<file path="config.mk">
export PLATFORM = sky130hd
export DESIGN_NAME = rssd_core
export DESIGN_NICKNAME = d
export VERILOG_FILES = /design/src/logic/rssd_pkg.sv /design/src/logic/rssd_mem_if.sv /design/src/logic/rssd_mem.sv /design/src/logic/rssd_core.sv
export VERILOG_INCLUDE_DIRS = /design/src /design/src/logic
export SDC_FILE = /design/constraint.sdc
export NUM_CORES = 2
export LEC_CHECK = 0
export ABC_CLOCK_PERIOD_IN_PS = 8800
export BUFFER_PORTS_ARGS = -buffer_cell sky130_fd_sc_hd__buf_4
export CAP_MARGIN = 20
export CORE_MARGIN = 5
export CORE_UTILIZATION = 55
export CTS_CLUSTER_DIAMETER = 150
export DETAILED_ROUTE_END_ITERATION = 16
export MAX_ROUTING_LAYER = met4
export PLACE_DENSITY = 0.69
export SLEW_MARGIN = 10
export SYNTH_ARGS = -nofsm -noshare
export SYNTH_HDL_FRONTEND = slang
export SYNTH_SLANG_ARGS = --single-unit
export TNS_END_PERCENT = 5
</file>
<file path="constraint.sdc">
create_clock -name pclk -period 8.8 [get_ports pclk]
set_input_delay 0.88 -clock pclk [delete_from_list [all_inputs] [get_ports pclk]]
set_output_delay 0.88 -clock pclk [all_outputs]
set_load 0.03 [all_outputs]
</file>
<file path="src/logic/rssd_params.svh">
// register offsets, field positions, reset values and counts of the datapath
`ifndef RSSD_PARAMS_SVH
`define RSSD_PARAMS_SVH
`define RSSD_OFF_CMD      12'h000
`define RSSD_OFF_ADDR     12'h004
`define RSSD_OFF_IMM      12'h008
`define RSSD_OFF_WREG     12'h00C
`define RSSD_OFF_FLAGS    12'h010
`define RSSD_OFF_STATUS   12'h014
`define RSSD_OFF_MDATA    12'h018
`define RSSD_CMD_OP_MSB   4
`define RSSD_CMD_OP_LSB   0
`define RSSD_CMD_BIT_MSB  10
`define RSSD_CMD_BIT_LSB  8
`define RSSD_FLAGS_MSB    5
`define RSSD_STAT_BUSY    0
`define RSSD_STAT_SKIP    1
`define RSSD_RST_WREG     8'h00
`define RSSD_RST_FLAGS    6'h00
`define RSSD_RST_IMM      8'h00
`define RSSD_RST_ADDR     8'h00
`define RSSD_SET_BYTE_VAL 8'hFF
`define RSSD_QUIET_CYCLES 2'h2
`endif

</file>
<file path="src/logic/rssd_pkg.sv">
// types shared by the rotate, subtract and skip datapath
package rssd_pkg;
	// operation codes as written into the command register
	typedef enum logic [4:0] {
		OP_NOP                                   = 5'h00,
		OP_ROTATE_LEFT_TO_WORKING_REG            = 5'h01,
		OP_ROTATE_LEFT_VIA_CARRY                 = 5'h02,
		OP_ROTATE_LEFT_VIA_CARRY_TO_WORKING_REG  = 5'h03,
		OP_ROTATE_RIGHT_IN_PLACE                 = 5'h04,
		OP_ROTATE_RIGHT_TO_WORKING_REG           = 5'h05,
		OP_ROTATE_RIGHT_VIA_CARRY                = 5'h06,
		OP_ROTATE_RIGHT_VIA_CARRY_TO_WORKING_REG = 5'h07,
		OP_MINUS_WITH_BORROW                     = 5'h08,
		OP_MINUS_WITH_BORROW_IMM                 = 5'h09,
		OP_MINUS_WITH_BORROW_TO_MEMORY           = 5'h0A,
		OP_MINUS                                 = 5'h0B,
		OP_DECREMENT_SKIP_IF_ZERO                = 5'h0C,
		OP_DECREMENT_SKIP_IF_ZERO_TO_WORKING_REG = 5'h0D,
		OP_SET_BYTE                              = 5'h0E,
		OP_SET_BIT                               = 5'h0F,
		OP_INCREMENT_SKIP_IF_ZERO                = 5'h10,
		OP_INCREMENT_SKIP_IF_ZERO_TO_WORKING_REG = 5'h11,
		OP_SKIP_IF_BIT_NONZERO                   = 5'h12,
		OP_SKIP_IF_NONZERO                       = 5'h13
	} rssd_op_t;
	// sequencer states, gray along idle, execute, dummy
	typedef enum logic [1:0] {
		ST_IDLE  = 2'h0,
		ST_EXEC  = 2'h1,
		ST_DUMMY = 2'h3
	} rssd_state_t;
	// status flags, carry in bit 0
	typedef struct packed {
		logic chained_null_bit;
		logic signed_compare_bit;
		logic signed_range_exceeded_bit;
		logic zero;
		logic half_borrow_bit;
		logic carry;
	} rssd_flags_t;
	// whole state of the core
	typedef struct packed {
		rssd_state_t state;
		rssd_op_t    op;
		logic [2:0]  bitsel;
		logic [7:0]  maddr;
		logic [7:0]  imm;
		logic [7:0]  wreg;
		rssd_flags_t flags;
		logic        last_skip;
		logic [1:0]  quiet;
		logic [31:0] prdata;
		logic        pslverr;
	} rssd_core_st_t;
	// whole state of the memory read port
	typedef struct packed {
		logic [7:0] rdata;
	} rssd_mem_st_t;
endpackage

</file>
<file path="src/logic/rssd_mem_if.sv">
// carrier between the core and its data memory
`timescale 1ns/10ps
interface rssd_mem_if #(
	parameter int AW = 8
);
	logic [AW-1:0] raddr;  // read address, read every cycle
	logic [7:0]    rdata;  // registered read data
	logic          we;     // write strobe
	logic [AW-1:0] waddr;  // write address
	logic [7:0]    wdata;  // write data
	modport core (output raddr, output we, output waddr, output wdata,
		input rdata);
	modport mem (input raddr, input we, input waddr, input wdata,
		output rdata);
endinterface

</file>
<file path="src/logic/rssd_mem.sv">
// byte-wide data memory with a registered read port
`timescale 1ns/10ps
module rssd_mem
	import rssd_pkg::*;
#(
	parameter int AW = 8
) (
	input wire logic pclk,
	input wire logic presetn,
	input wire logic ce,
	rssd_mem_if.mem  mif
);
	logic [7:0]   ram [0:(1<<AW)-1];  // data bytes, not reset
	rssd_mem_st_t st_ff;              // read register
	rssd_mem_st_t nxt_st;             // its next value

	// read is synchronous so the array maps onto block ram
	always_comb begin
		nxt_st = st_ff;
		nxt_st.rdata = ram[mif.raddr];
	end

	// read register, frozen with the clock enable
	always_ff @(posedge pclk or negedge presetn) begin
		if (!presetn) begin
			st_ff <= '0;
		end else if (ce) begin
			st_ff <= nxt_st;
		end
	end

	// write port; a same-cycle read returns the old byte
	always_ff @(posedge pclk) begin
		if (ce && mif.we) begin
			ram[mif.waddr] <= mif.wdata;
		end
	end

	assign mif.rdata = st_ff.rdata;
endmodule

</file>
<file path="src/logic/rssd_core.sv">
// rotate, subtract and skip datapath with its apb register file
// Notes on behaviour
// - rotate left into working register, no flags
// - rotate left through carry, back to memory
// - same via carry, result to working register
// - rotate right in place, no flags
// - rotate right into working register, no flags
// - rotate right through carry, back to memory
// - rotate right via carry into working register
// - working minus memory minus inverted carry
// - working minus immediate minus inverted carry
// - borrow subtract result written to memory
// - carry is the inverted borrow
// - subtracts update all six flags
// - decrement memory, skip when zero, no flags
// - decrement into working register, skip when zero
// - a skip adds one dummy cycle
// - set byte writes all ones, no flags
// - set bit touches only that bit
// - increment memory, skip when wrapped to zero
// - increment into working register, skip when zero
// - skip when selected bit is one
// - rewrite byte, skip when nonzero
// - plain subtract, no borrow input
`timescale 1ns/10ps
`include "rssd_params.svh"
module rssd_core
	import rssd_pkg::*;
#(
	parameter int MEM_AW = 8
) (
	input  wire logic        pclk,
	input  wire logic        presetn,
	input  wire logic        ce,
	input  wire logic        psel,
	input  wire logic        penable,
	input  wire logic        pwrite,
	input  wire logic [11:0] paddr,
	input  wire logic [31:0] pwdata,
	output logic      [31:0] prdata,
	output logic             pready,
	output logic             pslverr,
	output logic             busy,
	output logic             dummy_cycle
);
	localparam rssd_core_st_t CORE_RST = '{
		state: ST_IDLE, op: OP_NOP, bitsel: 3'h0,
		maddr: `RSSD_RST_ADDR, imm: `RSSD_RST_IMM,
		wreg: `RSSD_RST_WREG, flags: `RSSD_RST_FLAGS,
		last_skip: 1'b0, quiet: 2'h0, prdata: 32'h0, pslverr: 1'b0};

	rssd_core_st_t st_ff;     // all core state
	rssd_core_st_t nxt_st;    // its next value
	logic [7:0]    opnd;      // memory operand of the running op
	logic [7:0]    sub_b;     // subtrahend
	logic          sub_bin;   // borrow into the subtraction
	logic [8:0]    diff9;     // full difference, bit 8 is borrow out
	logic [4:0]    half5;     // low nibble difference
	rssd_flags_t   sub_flags; // flags a subtraction would leave
	logic          skip_now;  // the running op skips
	logic          mem_we;    // memory write strobe
	logic [7:0]    mem_wd;    // memory write data
	logic          apb_wr;    // accepted apb write
	logic          idle;      // sequencer is idle
	logic          ex_go;     // execute cycle that will advance

	rssd_mem_if #(.AW(MEM_AW)) mif();

	rssd_mem #(.AW(MEM_AW)) u_mem (
		.pclk    (pclk),
		.presetn (presetn),
		.ce      (ce),
		.mif     (mif)
	);

	assign opnd = mif.rdata;
	assign idle = (st_ff.state == ST_IDLE);
	assign ex_go = ce && (st_ff.state == ST_EXEC);
	// answer only once idle long enough for read data to be fresh
	assign pready = psel && penable && ce && idle &&
		(st_ff.quiet == `RSSD_QUIET_CYCLES);
	assign apb_wr = pready && pwrite;

	// subtrahend: the immediate for its own form, else memory
	assign sub_b = (st_ff.op == OP_MINUS_WITH_BORROW_IMM) ?
		st_ff.imm : opnd;
	// plain subtract takes no borrow, the rest the inverted carry
	assign sub_bin = (st_ff.op == OP_MINUS) ?
		1'b0 : ~st_ff.flags.carry;
	assign diff9 = {1'b0, st_ff.wreg} - {1'b0, sub_b} - {8'h00, sub_bin};
	assign half5 = {1'b0, st_ff.wreg[3:0]} - {1'b0, sub_b[3:0]} -
		{4'h0, sub_bin};

	// flags of a subtraction, carries read as inverted borrows
	always_comb begin
		sub_flags.carry = ~diff9[8];
		sub_flags.half_borrow_bit = ~half5[4];
		sub_flags.zero = (diff9[7:0] == 8'h00);
		sub_flags.signed_range_exceeded_bit =
			(st_ff.wreg[7] != sub_b[7]) &&
			(diff9[7] != st_ff.wreg[7]);
		sub_flags.signed_compare_bit =
			sub_flags.signed_range_exceeded_bit ^ diff9[7];
		// chained forms keep a zero only if the earlier byte was zero
		sub_flags.chained_null_bit = (st_ff.op == OP_MINUS) ?
			sub_flags.zero :
			(sub_flags.zero && st_ff.flags.chained_null_bit);
	end

	// next state: apb side while idle, datapath while executing
	always_comb begin
		nxt_st = st_ff;
		mem_we = 1'b0;
		mem_wd = 8'h00;
		skip_now = 1'b0;
		// register read data and error, captured while selected
		if (psel) begin
			nxt_st.pslverr = 1'b0;
			case (paddr)
				`RSSD_OFF_CMD: nxt_st.prdata = {21'h0, st_ff.bitsel,
					3'h0, st_ff.op};
				`RSSD_OFF_ADDR: nxt_st.prdata = {24'h0, st_ff.maddr};
				`RSSD_OFF_IMM: nxt_st.prdata = {24'h0, st_ff.imm};
				`RSSD_OFF_WREG: nxt_st.prdata = {24'h0, st_ff.wreg};
				`RSSD_OFF_FLAGS: nxt_st.prdata = {26'h0, st_ff.flags};
				`RSSD_OFF_STATUS: nxt_st.prdata = {30'h0,
					st_ff.last_skip, !idle};
				`RSSD_OFF_MDATA: nxt_st.prdata = {24'h0, opnd};
				default: begin
					// unmapped: read zero, flag an error
					nxt_st.prdata = 32'h0;
					nxt_st.pslverr = 1'b1;
				end
			endcase
		end
		// register writes; status is read only
		if (apb_wr) begin
			case (paddr)
				`RSSD_OFF_CMD: begin
					nxt_st.op = rssd_op_t'(
						pwdata[`RSSD_CMD_OP_MSB:`RSSD_CMD_OP_LSB]);
					nxt_st.bitsel =
						pwdata[`RSSD_CMD_BIT_MSB:`RSSD_CMD_BIT_LSB];
					nxt_st.state = ST_EXEC;
				end
				`RSSD_OFF_ADDR: nxt_st.maddr = pwdata[7:0];
				`RSSD_OFF_IMM: nxt_st.imm = pwdata[7:0];
				`RSSD_OFF_WREG: nxt_st.wreg = pwdata[7:0];
				`RSSD_OFF_FLAGS: nxt_st.flags = rssd_flags_t'(
					pwdata[`RSSD_FLAGS_MSB:0]);
				`RSSD_OFF_MDATA: begin
					mem_we = 1'b1;
					mem_wd = pwdata[7:0];
				end
				default: begin
					// ignored; unmapped places already got the error, status writes get none
				end
			endcase
		end
		// sequencer
		case (st_ff.state)
			ST_IDLE: begin
				// nothing running
			end
			ST_EXEC: begin
				case (st_ff.op)
					OP_ROTATE_LEFT_TO_WORKING_REG: begin
						nxt_st.wreg = {opnd[6:0], opnd[7]};
					end
					OP_ROTATE_LEFT_VIA_CARRY: begin
						mem_we = 1'b1;
						mem_wd = {opnd[6:0], st_ff.flags.carry};
						nxt_st.flags.carry = opnd[7];
					end
					OP_ROTATE_LEFT_VIA_CARRY_TO_WORKING_REG: begin
						nxt_st.wreg = {opnd[6:0], st_ff.flags.carry};
						nxt_st.flags.carry = opnd[7];
					end
					OP_ROTATE_RIGHT_IN_PLACE: begin
						mem_we = 1'b1;
						mem_wd = {opnd[0], opnd[7:1]};
					end
					OP_ROTATE_RIGHT_TO_WORKING_REG: begin
						nxt_st.wreg = {opnd[0], opnd[7:1]};
					end
					OP_ROTATE_RIGHT_VIA_CARRY: begin
						mem_we = 1'b1;
						mem_wd = {st_ff.flags.carry, opnd[7:1]};
						nxt_st.flags.carry = opnd[0];
					end
					OP_ROTATE_RIGHT_VIA_CARRY_TO_WORKING_REG: begin
						nxt_st.wreg = {st_ff.flags.carry, opnd[7:1]};
						nxt_st.flags.carry = opnd[0];
					end
					OP_MINUS_WITH_BORROW, OP_MINUS_WITH_BORROW_IMM,
					OP_MINUS: begin
						nxt_st.wreg = diff9[7:0];
						nxt_st.flags = sub_flags;
					end
					OP_MINUS_WITH_BORROW_TO_MEMORY: begin
						mem_we = 1'b1;
						mem_wd = diff9[7:0];
						nxt_st.flags = sub_flags;
					end
					OP_DECREMENT_SKIP_IF_ZERO: begin
						mem_we = 1'b1;
						mem_wd = opnd - 8'h01;
						skip_now = (opnd == 8'h01);
					end
					OP_DECREMENT_SKIP_IF_ZERO_TO_WORKING_REG: begin
						nxt_st.wreg = opnd - 8'h01;
						skip_now = (opnd == 8'h01);
					end
					OP_SET_BYTE: begin
						mem_we = 1'b1;
						mem_wd = `RSSD_SET_BYTE_VAL;
					end
					OP_SET_BIT: begin
						mem_we = 1'b1;
						mem_wd = opnd | (8'h01 << st_ff.bitsel);
					end
					OP_INCREMENT_SKIP_IF_ZERO: begin
						mem_we = 1'b1;
						mem_wd = opnd + 8'h01;
						skip_now = (opnd == 8'hFF);
					end
					OP_INCREMENT_SKIP_IF_ZERO_TO_WORKING_REG: begin
						nxt_st.wreg = opnd + 8'h01;
						skip_now = (opnd == 8'hFF);
					end
					OP_SKIP_IF_BIT_NONZERO: begin
						skip_now = opnd[st_ff.bitsel];
					end
					OP_SKIP_IF_NONZERO: begin
						// the byte goes back unchanged, as a real rewrite
						mem_we = 1'b1;
						mem_wd = opnd;
						skip_now = (opnd != 8'h00);
					end
					default: begin
						// undefined codes act as no operation
					end
				endcase
				nxt_st.last_skip = skip_now;
				// a skip spends one more cycle as a dummy
				nxt_st.state = skip_now ? ST_DUMMY : ST_IDLE;
			end
			ST_DUMMY: begin
				nxt_st.state = ST_IDLE;
			end
			default: begin
				nxt_st.state = ST_IDLE;
			end
		endcase
		// quiet counter restarts on any change to answerable state
		if (!idle || apb_wr) begin
			nxt_st.quiet = 2'h0;
		end else if (st_ff.quiet != `RSSD_QUIET_CYCLES) begin
			nxt_st.quiet = st_ff.quiet + 2'h1;
		end
	end

	// single state register, frozen while the enable is low
	always_ff @(posedge pclk or negedge presetn) begin
		if (!presetn) begin
			st_ff <= CORE_RST;
		end else if (ce) begin
			st_ff <= nxt_st;
		end
	end

	// memory port: exec writes go to the operand's own byte
	assign mif.raddr = st_ff.maddr[MEM_AW-1:0];
	assign mif.we = mem_we;
	assign mif.waddr = st_ff.maddr[MEM_AW-1:0];
	assign mif.wdata = mem_wd;

	assign prdata = st_ff.prdata;
	assign pslverr = st_ff.pslverr;
	assign busy = !idle;
	assign dummy_cycle = (st_ff.state == ST_DUMMY);
endmodule

</file>
== Word-level counts from Yosys, hierarchy flattened ==
Memories as Yosys holds them, arrays and structs flattened. A register that Yosys moved wholly into a read port is not among the register bits.
Cells that the tools add are included.
Operators by class
  reduce and logical (&&, ||, !) cells: 31
  bitwise logic cells: 5
  multiplexer cells: 33
  shift operators: 1
  order comparisons: 1
  eq/ne operators: 35
  add/subtract/negate cells: 7
Operators with widths (number)
  $pmux 11 s7: 1
  $pmux 8 s9: 1
  $mux 8: 7
  $pmux 8 s7: 1
  $eq 5x4->1 const B: 8
  $mux 40: 1
  $eq 12x5->1 const B: 3
  $eq 12x4->1 const B: 2
  $eq 5x3->1 const B: 4
  $eq 5x5->1 const B: 4
  $mux 15: 1
  $eq 12x3->1 const B: 1
  $logic_not 12->1: 1
  $reduce_and 3->1: 4
  $mux 1: 11
  $eq 5x2->1 const B: 2
  $mux 10: 1
  $reduce_or 9->1: 1
  $sub 8x8->9: 1
  $sub 9x1->9: 1
  $add 8x1->8 const B: 1
  $eq 8x1->1 const B: 1
  $eq 8x8->1 const B: 1
  $logic_and 1x1->1: 8
  33 further kinds: 46
Storage, ports and cells
  memories kept: 1
  bits in registers: 76
  logic and storage cells: 130
  input bits: 50
  bits in writable memories: 2048
Memory list
  u_mem.ram: depth 256, width 8, rd ports 1, clocked after Yosys merged registers in 1, wr ports 1, RTL line rssd_mem.sv:13  | logic [7:0] ram [0:(1<<AW)-1];

== Depth between registers and ports, before layout ==
  depth in word-level cells: 11
  mapped depth: 17
  depth with buffers taken out: 16

== Cells and area by module ==
From an unflattened synthesis, not the netlist that was laid out.
Unflattened totals
  cell total of the unflattened synthesis: 4651
  area total of the unflattened synthesis: 85873.6 µm²
Modules (own cells, without submodules)
  rssd_mem: times used 1, sequential area each 61699.2 µm², cells each 4044, area an instance 80684.9 µm²
  rssd_core: times used 1, sequential area each 1376.3 µm², cells each 607, area an instance 5188.7 µm²

== Worst setup path after synthesis ==
OpenSTA, ideal clock, no wires.
  path kind: reg-to-reg
  start point: register st_ff[69] (netlist name)
  end point: memory u_mem.ram[0][7], data pin
  path buffers: 3
  stages on the path, launching flop included: 16
  setup time: 0.866 ns
  arrival: 6.774 ns
  path slack: 1.161 ns
  path through: dfrtp_1 clkbuf_1 clkbuf_1 clkbuf_1 nand3b_1 mux2_2 fa_1 inv_1 ha_1 o21ai_0 a31oi_1 o21ai_0 nor4b_1 a311o_1 a221o_1 a22o_1
On the way
  cells in the longest elaborated chain, start to end: 6
Ends and longest elaborated chain
  start, declared: RTL line rssd_core.sv:52  | rssd_core_st_t st_ff;
  start signal, assigned: RTL line rssd_core.sv:268  | st_ff <= nxt_st;
  $eq 5x4->1: RTL line rssd_core.sv:85  | assign sub_b = (st_ff.op == OP_MINUS_WITH_BORROW_IMM) ?
  $mux 8: RTL line rssd_core.sv:85
  $sub 8x8->9: RTL line rssd_core.sv:90  | assign diff9 = {1'b0, st_ff.wreg} - {1'b0, sub_b} - {8'h00, sub_bin};
  $sub 9x1->9: RTL line rssd_core.sv:90
  $pmux 8 s9 (*): RTL line rssd_core.sv:166  | case (st_ff.op)
  $mux 8 (*): RTL line rssd_core.sv:161  | case (st_ff.state)
  named net mem_wd[7]: RTL line rssd_core.sv:62  | logic [7:0] mem_wd;
  end, declared: RTL line rssd_mem.sv:13
The timed path passes the listed nets; every way through them passes the cells marked *.

== Worst setup path in the final report ==
  start point: register st_ff[71] (netlist name)
  end point: memory u_mem.ram[104][5], data pin
The elaborated chain is that of the path after synthesis.

==> flow_summary_export.csv <==
group,metric,value,unit
status,status,"complete, no violations",
cts,cts_hold_buf,0,
timing,fin_ws,2.88,ns
layout,fin_nets,4412,
synthesis,synth_top_flop_cell,"edfxtp_1",
routing,via_per_inst,6.60,
routing,ant_nets,0,
cts,cts_root_buf,"clkbuf_16",
grt,antenna_found_initial,6,
setup_path,critPathMaxFanout,180,
synthesis,synth_top_area_cell,"edfxtp_1",
cts,cts_resized,0,
routing,drt_wl_total,212000,um
setup_path,cp_common_cell,"o21ai_0",
die,boundaryPins,86,
timing,drv_slew,0,
pwr,combinationalPowerShare,0.7,%
die,die_area,161000,um2
synthesis,synth-edff-count,2048,
pwr,leakage,26.4,nW
setup_path,cp_cell_sequence,"nor2_1 > nand3b_1 > mux2_2 > fa_1 > inv_1 > ha_1 > o21ai_0 > a31oi_1 > o21ai_0 > nand2_1 > xnor2_1 > nor2_1 > o21ai_0 > nand2_4 > buf_12",
die,die_h,402,um
synthesis,synth.ff_latch_count,2111,
synthesis,synth_area_leaders,"edfxtp_1 (73%), mux4_2 (12%), dfrtp_1 (1.9%), mux2i_1 (1.4%), nor2_1 (1.4%)",
synthesis,seq_area_frac_synth,74.7,%
timing,clock_skew,0.0339,ns
setup_path,cp_data_required_time,9.19,ns
pwr,power_density,210,nW/um2
grt,use_met2,40.1,%
routing,dr.pass1.iters,9,
routing,wl_per_cell,32.4,um
timing,hold_viol,0,
die,initial_core_util,55.4,%
grt,grt-ovfl-total,0,
place,io_buffers,43,
layout,drive_gt1_share,22.0,%
pwr,p_seq_share,55.5,%
routing,via_count,43300,
setup_path,max_stage_delay,0.94,ns
setup_path,crit_start,"st_ff[71]",
setup_path,end_kind,"flop",
grt,globalRouteMet1Util,37.5,%
setup_path,crit_path_start_kind,"flop",
setup_path,crit_slowest_cell,"dfrtp_1",
synthesis,synth_cell_types,79,
setup_path,r2r-start,"st_ff[71]",
grt,grt_pass1_vias,42600,
pwr,clockPowerShare,43.9,%
timing,tns,0,ns
synthesis,synthArstFlopShare,2.98,%
timing,fmax,169,MHz
timing,max_slew_margin,18.2,%
job,cap_violations,0,
timing,post-route-period-util,67.2,%
setup_path,reg2regPathDepth,15,
cts,cts_tree,"built",
synthesis,syn_area_per_cell,19.7,um2
pwr,power.internal,15.7,mW
grt,grt_first_pass_wirelength,305000,um
place,place_congestion,0.922,
setup_path,arrival,6.31,ns
cts,clk_path_buf_depth,3,
die,num_rows,143,
pwr,power_switching,3.87,mW
timing,rsz0062_at_grt,"false",
grt,grt_usage,26.8,%
synthesis,syn-cell-area,84400,um2
synthesis,synth.top_cell.area_share,72.8,%
timing,min_period,5.92,ns
routing,drcViolationCount,0,
layout,area_growth_syn_to_layout,10.4,%
setup_path,path_class,"flop to flop",
timing,worst_pin_slew,1.22,ns
cts,clk_latency,0.85,ns
synthesis,ys_warn_count,0,
cts,clock-sinks,2111,
pwr,ir_drop,224,uV
timing,finalSetupViolations,0,
grt,grt_max_degree,225,
grt,grt-busiest-layer,"met2",
grt,use_met3,6.20,%
place,pre_cts_slack,3.07,ns
cts,htreeDepth,4,
place,dp_hpwl,124000,um
cts,cts_buffers,204,
cts,clkTransAtPathRegs,0.07,ns
pwr,swShare,19.8,%
worst_hold_path,hold_class,"primary input to async pin",
routing,drtIter0Drc,5678,
cts,cts_setup_buffers,0,
die,die_w,402,um
synthesis,synth_cells,4280,
die,coreArea,152000,um2
==> registers in the layout, indices dropped and copies added (netlist names) <==
register and cells:
u_mem.ram 2048, st_ff 35, prdata 11, mif.raddr 8
u_mem.mif.rdata 8, pslverr 1
==> Yosys cell counts (66+ instances only) <==
cell	number
edfxtp_1	2048
mux2i_1	122
a221oi_1	79
mux4_2	465
a21oi_1	72
nand2_1	127
a22o_1	75
o22ai_1	66
clkbuf_1	123
a22oi_1	69
nor2_1	325
o21ai_0	66
==> per-stage QoR <==
step | hold WS (ns) | area, um2 | utilization [%] | instances | power (mW)
after floorplan | 0.447 | 84500 | - | 4300 | 11.2
after global placement | 0.464 | 86600 | 56.9 | 6163 | 11.2
after detailed placement | 0.475 | 86600 | 56.9 | 6163 | 11.2
after CTS | 0.123 | 93100 | 61.2 | 6541 | 19.7
after global routing | 0.199 | 93200 | 61.2 | 6548 | 20.1
final | 0.156 | 93200 | 61.2 | 6552 | 19.6
==> worst max-delay path: cells and delay by family, from the launching register on <==
kind	cells	cell delay (ns)
AND/OR/NAND/NOR	5	1.36
flip-flops	1	0.94
AO/OA/AOI/OAI	4	0.83
adder cells (fa/ha/maj)	2	0.71
buffers and inverters	2	0.53
multiplexers	1	0.40
XOR/XNOR	1	0.37
==> cell usage in the layout, fill, tap and decap left out, types with 19 or more instances in the layout <==
cell and n:
a22o_1 68, nor3_1 20, mux2_2 50, o21ai_0 66, a21oi_1 72, mux4_2 465, clkinv_2 36, a22oi_1 69
o22ai_1 66, clkbuf_16 206, inv_1 38, conb_1 21, nor2_1 324, clkinv_1 44, dfrtp_1 58, a221oi_1 79
nor2b_1 19, nand3_1 39, mux2i_1 122, clkbuf_1 47, nand2_1 120, edfxtp_1 2048, buf_4 115
==> area by class of cell <==
| cell class | instances | area, um2 |
|---|---|---|
| fill | 10500 | 59000 |
| clock inverter | 122 | 1210 |
| multi-input combinational | 1853 | 19600 |
| inverter | 39 | 146 |
| tap | 2030 | 2540 |
| timing repair buffer | 133 | 1220 |
| clock buffer | 256 | 5370 |
| antenna | 8 | 20.0 |
| sequential | 2111 | 63100 |
==> routing by layer <==
layer,vias to the layer above,wire length (um)
met1,22600,82800
li1,17800,-
met5,-,0
met3,378,21800
met4,0,6550
met2,2473,101000
==> cells by family after synthesis <==
kind of cell / Yosys count / synth area share (%)
buf+inv: 336 / 2.28
simple gates: 617 / 3.33
other cells: 1 / 0.00444
mux: 637 / 14.5
fa+ha+maj: 20 / 0.314
compound gates: 538 / 4.63
xor+xnor: 20 / 0.207
flops: 2111 / 74.7
==> power groups by stage <==
stage	Sequential [mW]	Clock [mW]	Combinational (mW)
after floorplan	11.1	0	0.0885
after global placement	11.1	0	0.131
after detailed placement	11.1	0	0.132
after CTS	10.9	8.68	0.132
after global routing	10.9	9.10	0.146
final	10.9	8.59	0.134
==> final timing paths <==
kind                                           to  slack, ns
worst max-delay path            u_mem.ram[104][5]       2.88
worst min-delay path                    prdata[5]       0.16
worst max register to register  u_mem.ram[104][5]       2.88
worst min register to register          st_ff[35]       0.48
max in group asynchronous            mif.raddr[1]       7.94
min in group pclk                       st_ff[66]       0.29
No activity file was read; power rests on OpenSTA's default activity.
